$ cat src/pkg/rtc_alarm_defs.vh
// Register map, field layout and reset values of the alarm and flag block
`ifndef RTC_ALARM_DEFS_VH
`define RTC_ALARM_DEFS_VH

// ==========================================================
// Register addresses
`define ADDR_SECOND_ALARM        3'h0
`define ADDR_MINUTE_ALARM        3'h1
`define ADDR_HOUR_ALARM          3'h2
`define ADDR_WEEKDAY_ALARM       3'h3
`define ADDR_DATE_ALARM          3'h4
`define ADDR_MONTH_ALARM         3'h5
`define ADDR_CLOCK_FLAG_CONTROL  3'h6

// ==========================================================
// Alarm register layout
`define ALARM_COUNT              6
`define COMPARE_ENABLE_BIT       7
`define VALUE_MASK_SECOND        7'h7f
`define VALUE_MASK_MINUTE        7'h7f
`define VALUE_MASK_HOUR          7'h3f
`define VALUE_MASK_WEEKDAY       7'h07
`define VALUE_MASK_DATE          7'h3f
`define VALUE_MASK_MONTH         7'h1f
`define COMPARE_ENABLE_RESET     1'h0

// ==========================================================
// Clock flag control layout
`define CARRY_FLAG_BIT           7
`define CARRY_IRQ_ENABLE_BIT     4
`define ALARM_IRQ_ENABLE_BIT     3
`define ALARM_FLAG_BIT           0
`define CONTROL_RESET            8'h00
`define CARRY_FLAG_RESET         1'h0
`define IRQ_ENABLE_RESET         1'h0
`define ALARM_FLAG_RESET         1'h0
`define READ_IDLE                8'h00

`endif

$ cat src/design/sync_two_stage.v
// Two flip-flop synchroniser for a level from outside the clock domain
`timescale 1ns/10ps

module sync_two_stage (
	input  wire clock_i,
	input  wire rst_b_i,
	input  wire level_i,
	output wire level_o
);

	reg stage_a;
	reg stage_b;

	// ==========================================================
	// Synchroniser; resets to the inactive (high) level
	always @(posedge clock_i or negedge rst_b_i) begin
		if (!rst_b_i) begin
			stage_a <= 1'h1;
			stage_b <= 1'h1;
		end else begin
			stage_a <= level_i;
			stage_b <= stage_a;
		end
	end

	assign level_o = stage_b;

endmodule // sync_two_stage

$ cat src/design/alarm_field_match.v
// Compare of one alarm field against its calendar counter
`timescale 1ns/10ps

module alarm_field_match (
	input  wire [6:0] value_i,
	input  wire [6:0] mask_i,
	input  wire       compare_enable_i,
	input  wire [7:0] counter_i,
	output wire       match_o
);

	// ==========================================================
	// A disabled field never blocks the alarm
	assign match_o = !compare_enable_i || ((counter_i[6:0] & mask_i) == (value_i & mask_i));

endmodule // alarm_field_match

$ cat src/design/rtc_alarm_flags.v
// Alarm registers, alarm compare, carry and alarm flags of the clock
`timescale 1ns/10ps
`include "rtc_alarm_defs.vh"

module rtc_alarm_flags (
	input  wire       CLOCK_I,
	input  wire       RST_B_I,
	input  wire       MANUAL_RST_B_I,
	input  wire [2:0] ADDR_I,
	input  wire [7:0] WDATA_I,
	input  wire       WR_I,
	input  wire       RD_I,
	output reg  [7:0] RDATA_O,
	input  wire [7:0] SECOND_COUNTER_I,
	input  wire [7:0] MINUTE_COUNTER_I,
	input  wire [7:0] HOUR_COUNTER_I,
	input  wire [7:0] WEEKDAY_COUNTER_I,
	input  wire [7:0] DATE_COUNTER_I,
	input  wire [7:0] MONTH_COUNTER_I,
	input  wire       SECOND_CARRY_I,
	input  wire       SUB_SECOND_CARRY_I,
	input  wire       COUNTER_READ_I,
	output reg        CARRY_IRQ_O,
	output reg        ALARM_IRQ_O
);

	// ==========================================================
	// Decoding shared by writes, reads and the compare
	function [6:0] field_mask;
		input [2:0] index;
		begin
			case (index)
				3'h0:    field_mask = `VALUE_MASK_SECOND;
				3'h1:    field_mask = `VALUE_MASK_MINUTE;
				3'h2:    field_mask = `VALUE_MASK_HOUR;
				3'h3:    field_mask = `VALUE_MASK_WEEKDAY;
				3'h4:    field_mask = `VALUE_MASK_DATE;
				3'h5:    field_mask = `VALUE_MASK_MONTH;
				default: field_mask = 7'h00;
			endcase
		end
	endfunction

	function is_alarm_addr;
		input [2:0] addr;
		begin
			is_alarm_addr = (addr <= `ADDR_MONTH_ALARM);
		end
	endfunction

	function [7:0] control_image;
		input carry;
		input carry_enable;
		input alarm_enable;
		input alarm;
		begin
			control_image = {carry, 2'h0, carry_enable, alarm_enable, 2'h0, alarm};
		end
	endfunction

	// ==========================================================
	// Storage
	reg  [6:0]  alarm_value [0:5];
	reg  [5:0]  compare_enable;
	reg         carry_flag;
	reg         carry_irq_enable;
	reg         alarm_irq_enable;
	reg         alarm_flag;
	reg  [47:0] last_counters;
	reg         last_valid;
	reg         next_carry_flag;
	reg         next_alarm_flag;
	reg  [7:0]  read_image;

	wire        manual_rst_b;
	wire        manual_reset_active;
	wire [47:0] counters;
	wire [5:0]  field_ok;
	wire [5:0]  field_changed;
	wire [5:0]  alarm_write;
	wire        control_write;
	wire        write_carry_flag;
	wire        write_carry_irq_enable;
	wire        write_alarm_irq_enable;
	wire        write_alarm_flag;
	wire        counters_changed;
	wire        all_fields_ok;
	wire        any_enable;
	wire        alarm_match;
	wire        alarm_hit;
	wire        any_carry;
	wire        carry_hit;
	wire        next_carry_irq;
	wire        next_alarm_irq;

	wire [7:0]  second_counter;
	wire [7:0]  minute_counter;
	wire [7:0]  hour_counter;
	wire [7:0]  weekday_counter;
	wire [7:0]  date_counter;
	wire [7:0]  month_counter;

	wire [7:0]  second_alarm;
	wire [7:0]  minute_alarm;
	wire [7:0]  hour_alarm;
	wire [7:0]  weekday_alarm;
	wire [7:0]  date_alarm;
	wire [7:0]  month_alarm;
	wire [7:0]  clock_flag_control;

	// ==========================================================
	// Calendar counter values; bit 7 of each never takes part in the compare
	// Counters share this clock, so they need no synchroniser
	assign second_counter  = SECOND_COUNTER_I;
	assign minute_counter  = MINUTE_COUNTER_I;
	assign hour_counter    = HOUR_COUNTER_I;
	assign weekday_counter = WEEKDAY_COUNTER_I;
	assign date_counter    = DATE_COUNTER_I;
	assign month_counter   = MONTH_COUNTER_I;
	assign counters = {month_counter, date_counter, weekday_counter,
	                   hour_counter, minute_counter, second_counter};

	// ==========================================================
	// Address decode; the unmapped address selects nothing
	assign alarm_write[0] = WR_I && (ADDR_I == `ADDR_SECOND_ALARM);
	assign alarm_write[1] = WR_I && (ADDR_I == `ADDR_MINUTE_ALARM);
	assign alarm_write[2] = WR_I && (ADDR_I == `ADDR_HOUR_ALARM);
	assign alarm_write[3] = WR_I && (ADDR_I == `ADDR_WEEKDAY_ALARM);
	assign alarm_write[4] = WR_I && (ADDR_I == `ADDR_DATE_ALARM);
	assign alarm_write[5] = WR_I && (ADDR_I == `ADDR_MONTH_ALARM);
	assign control_write  = WR_I && (ADDR_I == `ADDR_CLOCK_FLAG_CONTROL);

	// ==========================================================
	// Control write fields
	assign write_carry_flag       = WDATA_I[`CARRY_FLAG_BIT];
	assign write_carry_irq_enable = WDATA_I[`CARRY_IRQ_ENABLE_BIT];
	assign write_alarm_irq_enable = WDATA_I[`ALARM_IRQ_ENABLE_BIT];
	assign write_alarm_flag       = WDATA_I[`ALARM_FLAG_BIT];

	// ==========================================================
	// Manual reset comes from a pin
	sync_two_stage manual_sync (
		.clock_i (CLOCK_I),
		.rst_b_i (RST_B_I),
		.level_i (MANUAL_RST_B_I),
		.level_o (manual_rst_b)
	);

	// Low level on the pin clears the interrupt enables and the alarm flag while it lasts
	assign manual_reset_active = !manual_rst_b;

	// ==========================================================
	// Alarm values: no reset, kept through manual reset and standby
	genvar g;
	generate
		for (g = 0; g < `ALARM_COUNT; g = g + 1) begin : field
			localparam [2:0] field_index = g;

			always @(posedge CLOCK_I) begin
				if (alarm_write[g]) begin
					alarm_value[g] <= WDATA_I[6:0] & field_mask(field_index);
				end
			end

			// Any field that moves counts as a calendar change
			assign field_changed[g] = counters[g*8 +: 8] != last_counters[g*8 +: 8];

			alarm_field_match compare (
				.value_i          (alarm_value[g]),
				.mask_i           (field_mask(field_index)),
				.compare_enable_i (compare_enable[g]),
				.counter_i        (counters[g*8 +: 8]),
				.match_o          (field_ok[g])
			);
		end
	endgenerate

	// ==========================================================
	// Compare enables: cleared only by power-on reset
	always @(posedge CLOCK_I or negedge RST_B_I) begin
		if (!RST_B_I) begin
			compare_enable <= {6{`COMPARE_ENABLE_RESET}};
		end else if (WR_I && is_alarm_addr(ADDR_I)) begin
			compare_enable[ADDR_I] <= WDATA_I[`COMPARE_ENABLE_BIT];
		end
	end

	// ==========================================================
	// Alarm detection
	// Only a change of the calendar sets the flag, so a cleared flag is not
	// set again by the same unchanged time.
	always @(posedge CLOCK_I or negedge RST_B_I) begin
		if (!RST_B_I) begin
			last_counters <= 48'h0;
			last_valid    <= 1'h0;
		end else begin
			last_counters <= counters;
			last_valid    <= 1'h1;
		end
	end

	assign counters_changed = last_valid && (|field_changed);
	assign all_fields_ok    = &field_ok;
	assign any_enable       = |compare_enable;
	assign alarm_match      = all_fields_ok && any_enable;
	assign alarm_hit        = counters_changed && alarm_match;
	assign any_carry        = SECOND_CARRY_I || SUB_SECOND_CARRY_I;
	assign carry_hit        = COUNTER_READ_I && any_carry;

	// ==========================================================
	// Flag next values; a hardware set wins over a software clear
	always @* begin
		next_carry_flag = carry_flag;
		if (control_write) begin
			next_carry_flag = write_carry_flag;
		end
		if (carry_hit) begin
			next_carry_flag = 1'h1;
		end
	end

	// A written 1 leaves the alarm flag as it was
	always @* begin
		next_alarm_flag = alarm_flag;
		if (control_write && !write_alarm_flag) begin
			next_alarm_flag = 1'h0;
		end
		if (alarm_hit) begin
			next_alarm_flag = 1'h1;
		end
	end

	// ==========================================================
	// Carry flag: a manual reset leaves it as is; software must rewrite it
	always @(posedge CLOCK_I or negedge RST_B_I) begin
		if (!RST_B_I) begin
			carry_flag <= `CARRY_FLAG_RESET;
		end else if (!manual_reset_active) begin
			carry_flag <= next_carry_flag;
		end
	end

	// ==========================================================
	// Interrupt enables: cleared by either reset
	always @(posedge CLOCK_I or negedge RST_B_I) begin
		if (!RST_B_I) begin
			carry_irq_enable <= `IRQ_ENABLE_RESET;
			alarm_irq_enable <= `IRQ_ENABLE_RESET;
		end else if (manual_reset_active) begin
			carry_irq_enable <= `IRQ_ENABLE_RESET;
			alarm_irq_enable <= `IRQ_ENABLE_RESET;
		end else if (control_write) begin
			carry_irq_enable <= write_carry_irq_enable;
			alarm_irq_enable <= write_alarm_irq_enable;
		end
	end

	// ==========================================================
	// Alarm flag: cleared by either reset
	always @(posedge CLOCK_I or negedge RST_B_I) begin
		if (!RST_B_I) begin
			alarm_flag <= `ALARM_FLAG_RESET;
		end else if (manual_reset_active) begin
			alarm_flag <= `ALARM_FLAG_RESET;
		end else begin
			alarm_flag <= next_alarm_flag;
		end
	end

	// ==========================================================
	// Interrupt outputs, one cycle behind the flags
	assign next_carry_irq = carry_flag && carry_irq_enable;
	assign next_alarm_irq = alarm_flag && alarm_irq_enable;

	always @(posedge CLOCK_I or negedge RST_B_I) begin
		if (!RST_B_I) begin
			CARRY_IRQ_O <= 1'h0;
			ALARM_IRQ_O <= 1'h0;
		end else begin
			CARRY_IRQ_O <= next_carry_irq;
			ALARM_IRQ_O <= next_alarm_irq;
		end
	end

	// ==========================================================
	// Register images; value bits are stored masked, so reserved bits read zero
	assign second_alarm       = {compare_enable[0], alarm_value[0]};
	assign minute_alarm       = {compare_enable[1], alarm_value[1]};
	assign hour_alarm         = {compare_enable[2], alarm_value[2]};
	assign weekday_alarm      = {compare_enable[3], alarm_value[3]};
	assign date_alarm         = {compare_enable[4], alarm_value[4]};
	assign month_alarm        = {compare_enable[5], alarm_value[5]};
	assign clock_flag_control = control_image(carry_flag, carry_irq_enable,
	                                          alarm_irq_enable, alarm_flag);

	// ==========================================================
	// Read select; choosing here keeps the read latency at one cycle
	always @* begin
		read_image = `READ_IDLE;
		case (ADDR_I)
			`ADDR_SECOND_ALARM:       read_image = second_alarm;
			`ADDR_MINUTE_ALARM:       read_image = minute_alarm;
			`ADDR_HOUR_ALARM:         read_image = hour_alarm;
			`ADDR_WEEKDAY_ALARM:      read_image = weekday_alarm;
			`ADDR_DATE_ALARM:         read_image = date_alarm;
			`ADDR_MONTH_ALARM:        read_image = month_alarm;
			`ADDR_CLOCK_FLAG_CONTROL: read_image = clock_flag_control;
			default:                  read_image = `READ_IDLE;
		endcase
	end

	// ==========================================================
	// Read port: data stand only in the cycle after the strobe
	// Flags may change between a read and a later write-back.
	always @(posedge CLOCK_I or negedge RST_B_I) begin
		if (!RST_B_I) begin
			RDATA_O <= `READ_IDLE;
		end else if (!RD_I) begin
			RDATA_O <= `READ_IDLE;
		end else begin
			RDATA_O <= read_image;
		end
	end

endmodule // rtc_alarm_flags

$ cat config.mk
export PLATFORM = sky130hd
export DESIGN_NAME = rtc_alarm_flags
export DESIGN_NICKNAME = d
export VERILOG_FILES = /design/src/design/sync_two_stage.v /design/src/design/alarm_field_match.v /design/src/design/rtc_alarm_flags.v
export VERILOG_INCLUDE_DIRS = /design/src /design/src/pkg
export SDC_FILE = /design/constraint.sdc
export NUM_CORES = 1
export LEC_CHECK = 0
export ABC_CLOCK_PERIOD_IN_PS = 2000
export BUFFER_PORTS_ARGS = -buffer_cell sky130_fd_sc_hd__buf_2
export CAP_MARGIN = 15
export CORE_ASPECT_RATIO = 0.8
export CORE_UTILIZATION = 42
export CTS_CLUSTER_DIAMETER = 120
export DETAILED_ROUTE_END_ITERATION = 8
export PLACE_DENSITY = 0.7
export SLEW_MARGIN = 30
export SYNTH_ARGS = -nofsm -noshare
export SYNTH_HDL_FRONTEND = slang
export SYNTH_HIERARCHICAL = 1
export SYNTH_SLANG_ARGS = --single-unit
export TNS_END_PERCENT = 100
$ cat constraint.sdc
create_clock -name CLOCK_I -period 2 [get_ports CLOCK_I]
set_clock_uncertainty 0.05 [all_clocks]
set_input_delay 0.1 -clock CLOCK_I [delete_from_list [all_inputs] [get_ports CLOCK_I]]
set_output_delay 0.1 -clock CLOCK_I [all_outputs]
set_load 0.005 [all_outputs]
==> flow_summary_export.csv <==
group,metric,value,unit
floorplan,row_count,33,
global_routing,grt_max_degree,72,
global_routing,track_usage,0.220,
routing,drc,0,
logic_synthesis,yosysWarnings,6,
logic_synthesis,synth_area,4630,um^2
layout,drive_above_1_share,0.213,
placement,io_buffers,76,
floorplan,coreArea,10500,um^2
sta,worst_pin_slew,520,ps
critical_path,critPathKind,"primary input to flip-flop",
layout,fin_nets,596,
layout,n_antenna_cell,0,
routing,drtPass1Iterations,5,
clocking,clk_latency,340,ps
power,peakVddDrop,0.000432,V
sta,rsz0062_at_grt,"no",
critical_path,arrival,2050,ps
clocking,h-tree-depth,3,
layout,final_core_util,0.599,
min_path,hp-class,"primary input to flip-flop",
layout,fillers,875,
layout,final_cell_mix,"buf_2, xor2_1, dfrtp_1",
logic_synthesis,synth_edf_count,34,
sta,setup_violations,0,
routing,avgRoutedWirePerCell,17.4,um
clocking,cts_tree,"yes",
routing,drt_iter0_drc,254,
critical_path,cp_data_required_time,2220,ps
routing,vias,3251,
routing,postRouteAntennaNets,0,
sta,finalHoldViolations,0,
global_routing,grt.overflow.total,0,
sta,finalMaxSlewViolations,0,
logic_synthesis,ys_seq_elements,105,
clocking,clkTransAtPathRegs,70,ps
clocking,postCtsSetupBuffers,0,
sta,final.period_utilization,0.914,
logic_synthesis,synthArstFlopShare,0.676,
placement,dp_hpwl,8420,um
sta,maxSlewHeadroom,0.653,
floorplan,io_pins,77,
global_routing,grt_pass1_wl,18100,um
layout,area_delta_synth_final,35.5,%
floorplan,die_w,119,um
critical_path,worstPathMaxFanout,3,
global_routing,grt_pass1_vias,3256,
critical_path,setup.worst_path.end_class,"flip-flop",
floorplan,start_util,0.442,
sta,tns,0,ps
clocking,cts.path.max_buffers,2,
logic_synthesis,yosysSeqAreaShare,0.604,
clocking,cts_buffers,9,
placement,place_congestion,0.881,
sta,min_period,1830,ps
floorplan,dieArea,11500,um^2
sta,fmax,547,MHz
power,power.leakage,0.00279,uW
run,cap_viol_max_count,0,
logic_synthesis,syn_avg_cell_area,13.9,um^2
global_routing,grt_antenna_before_repair,0,
layout,layout_commonest_cell,"buf_2",
routing,routed_wl,11700,um
clocking,cts_sinks,105,
logic_synthesis,synth_cell_types,44,
power,power_density,774,nW/um^2
clocking,root_buffer,"clkbuf_16",
floorplan,die_y,95.9,um
logic_synthesis,synthFlopType,"dfrtp_1",
logic_synthesis,netlist_instances,333,
status,outcome,"complete, no violations",
critical_path,startpoint_type,"primary input",
routing,viasPerCell,4.82,
[logic make-up after synthesis]
kind of cell    after synthesis  synth area share
mux                          22            0.0618
flops                       105             0.604
simple gates                 55            0.0729
other cells                   2           0.00162
buf+inv                      15            0.0178
compound gates               44            0.0713
xor+xnor                     90             0.170
[cell type report]
type | instances | area (um^2) | area share
Multi-Input combinational cell | 262 | 1930 | 0.308
Sequential cell | 105 | 2800 | 0.446
Timing Repair Buffer | 142 | 1030 | 0.164
Inverter | 9 | 33.8 | 0.00538
Tap cell | 140 | 175 | 0.0279
Clock inverter | 7 | 80.1 | 0.0128
Clock buffer | 9 | 225 | 0.0359
[report_power, final]
part	internal (uW)	switching (uW)	total, uW
sequential	2340	95.6	2430
combinational	332	321	652
clock	981	794	1780
[path summary, 6_finish.rpt]
path	startpoint	endpoint	slack (ps)	cells after the start
setup / recovery	HOUR_COUNTER_I[4]	alarm_flag	170	9
hold / removal	WDATA_I[7]	compare_enable[0]	20	2
setup reg to reg	alarm_value[0][4]	alarm_flag	190	7
hold reg to reg	manual_sync/stage_a	manual_sync/level_o	310	0
max in group asynchronous	RST_B_I	manual_sync/stage_a	1310	3
min in group asynchronous	RST_B_I	last_counters[36]	260	3
[flip-flops by register name, indices dropped and copies added (netlist names)]
register / count
last_counters: 48
alarm_value: 34
RDATA_O: 8
compare_enable: 6
ALARM_IRQ_O: 1
CARRY_IRQ_O: 1
alarm_flag: 1
alarm_irq_enable: 1
carry_flag: 1
carry_irq_enable: 1
last_valid: 1
manual_sync/level_o: 1
manual_sync/stage_a: 1
[cell usage after synthesis (3+ instances only)]
library cell  number  area share
a222oi_1           6       0.013
nand2_1            5      0.0041
inv_1              9      0.0073
a21oi_1            7      0.0076
a31o_1             6       0.011
dfrtp_1           69        0.37
edfxtp_1          34        0.22
buf_4              3      0.0049
a22oi_1           13       0.021
nor3_1             4      0.0043
xnor2_1           16       0.030
nor2b_1            5      0.0068
nor4_1             8       0.011
mux2i_1           11       0.024
and2_1             6      0.0081
nor2_1             9      0.0073
nand4_1            7      0.0095
xor2_1            74        0.14
o22ai_1            3      0.0041
mux2_2             6       0.015
[metrics by stage]
step | area, um^2 | hold WS, ps | instances | total power (uW) | setup slack [ps]
floorplan | 4820 | -246 | 382 | 2760 | 464
global placement | 5400 | 103 | 601 | 3020 | 197
detailed placement | 5400 | 108 | 601 | 3030 | 176
CTS | 6280 | 16.8 | 674 | 4890 | 123
global route | 6280 | 24.1 | 674 | 5060 | 2.37
finish | 6280 | 24.0 | 674 | 4860 | 173
[layer usage]
layer  global-route usage  vias up  wire length, um
met3               0.0456       11              834
met4               0.0531        0              110
li1                     -     1549                -
met5                    0        -                0
met1                0.323     1552             5630
met2                0.334      139             5150
[what timing repair did]
action / 4_1_cts / 5_1_grt
resized for setup: 0 / 0
hold endpoints to repair: 152 / 0
hold buffers: 57 / 0
endpoints found under the setup margin: 0 / 1
[worst max-delay path: stages]
cell	delay (ps)
dlygate4sd3_1	530
buf_2	160
xor2_1	160
a222oi_1	390
a31o_1	220
nand4_1	90
nor3_1	160
o21ai_0	120
a21oi_1	130
No activity file was read; power rests on OpenSTA's default activity.
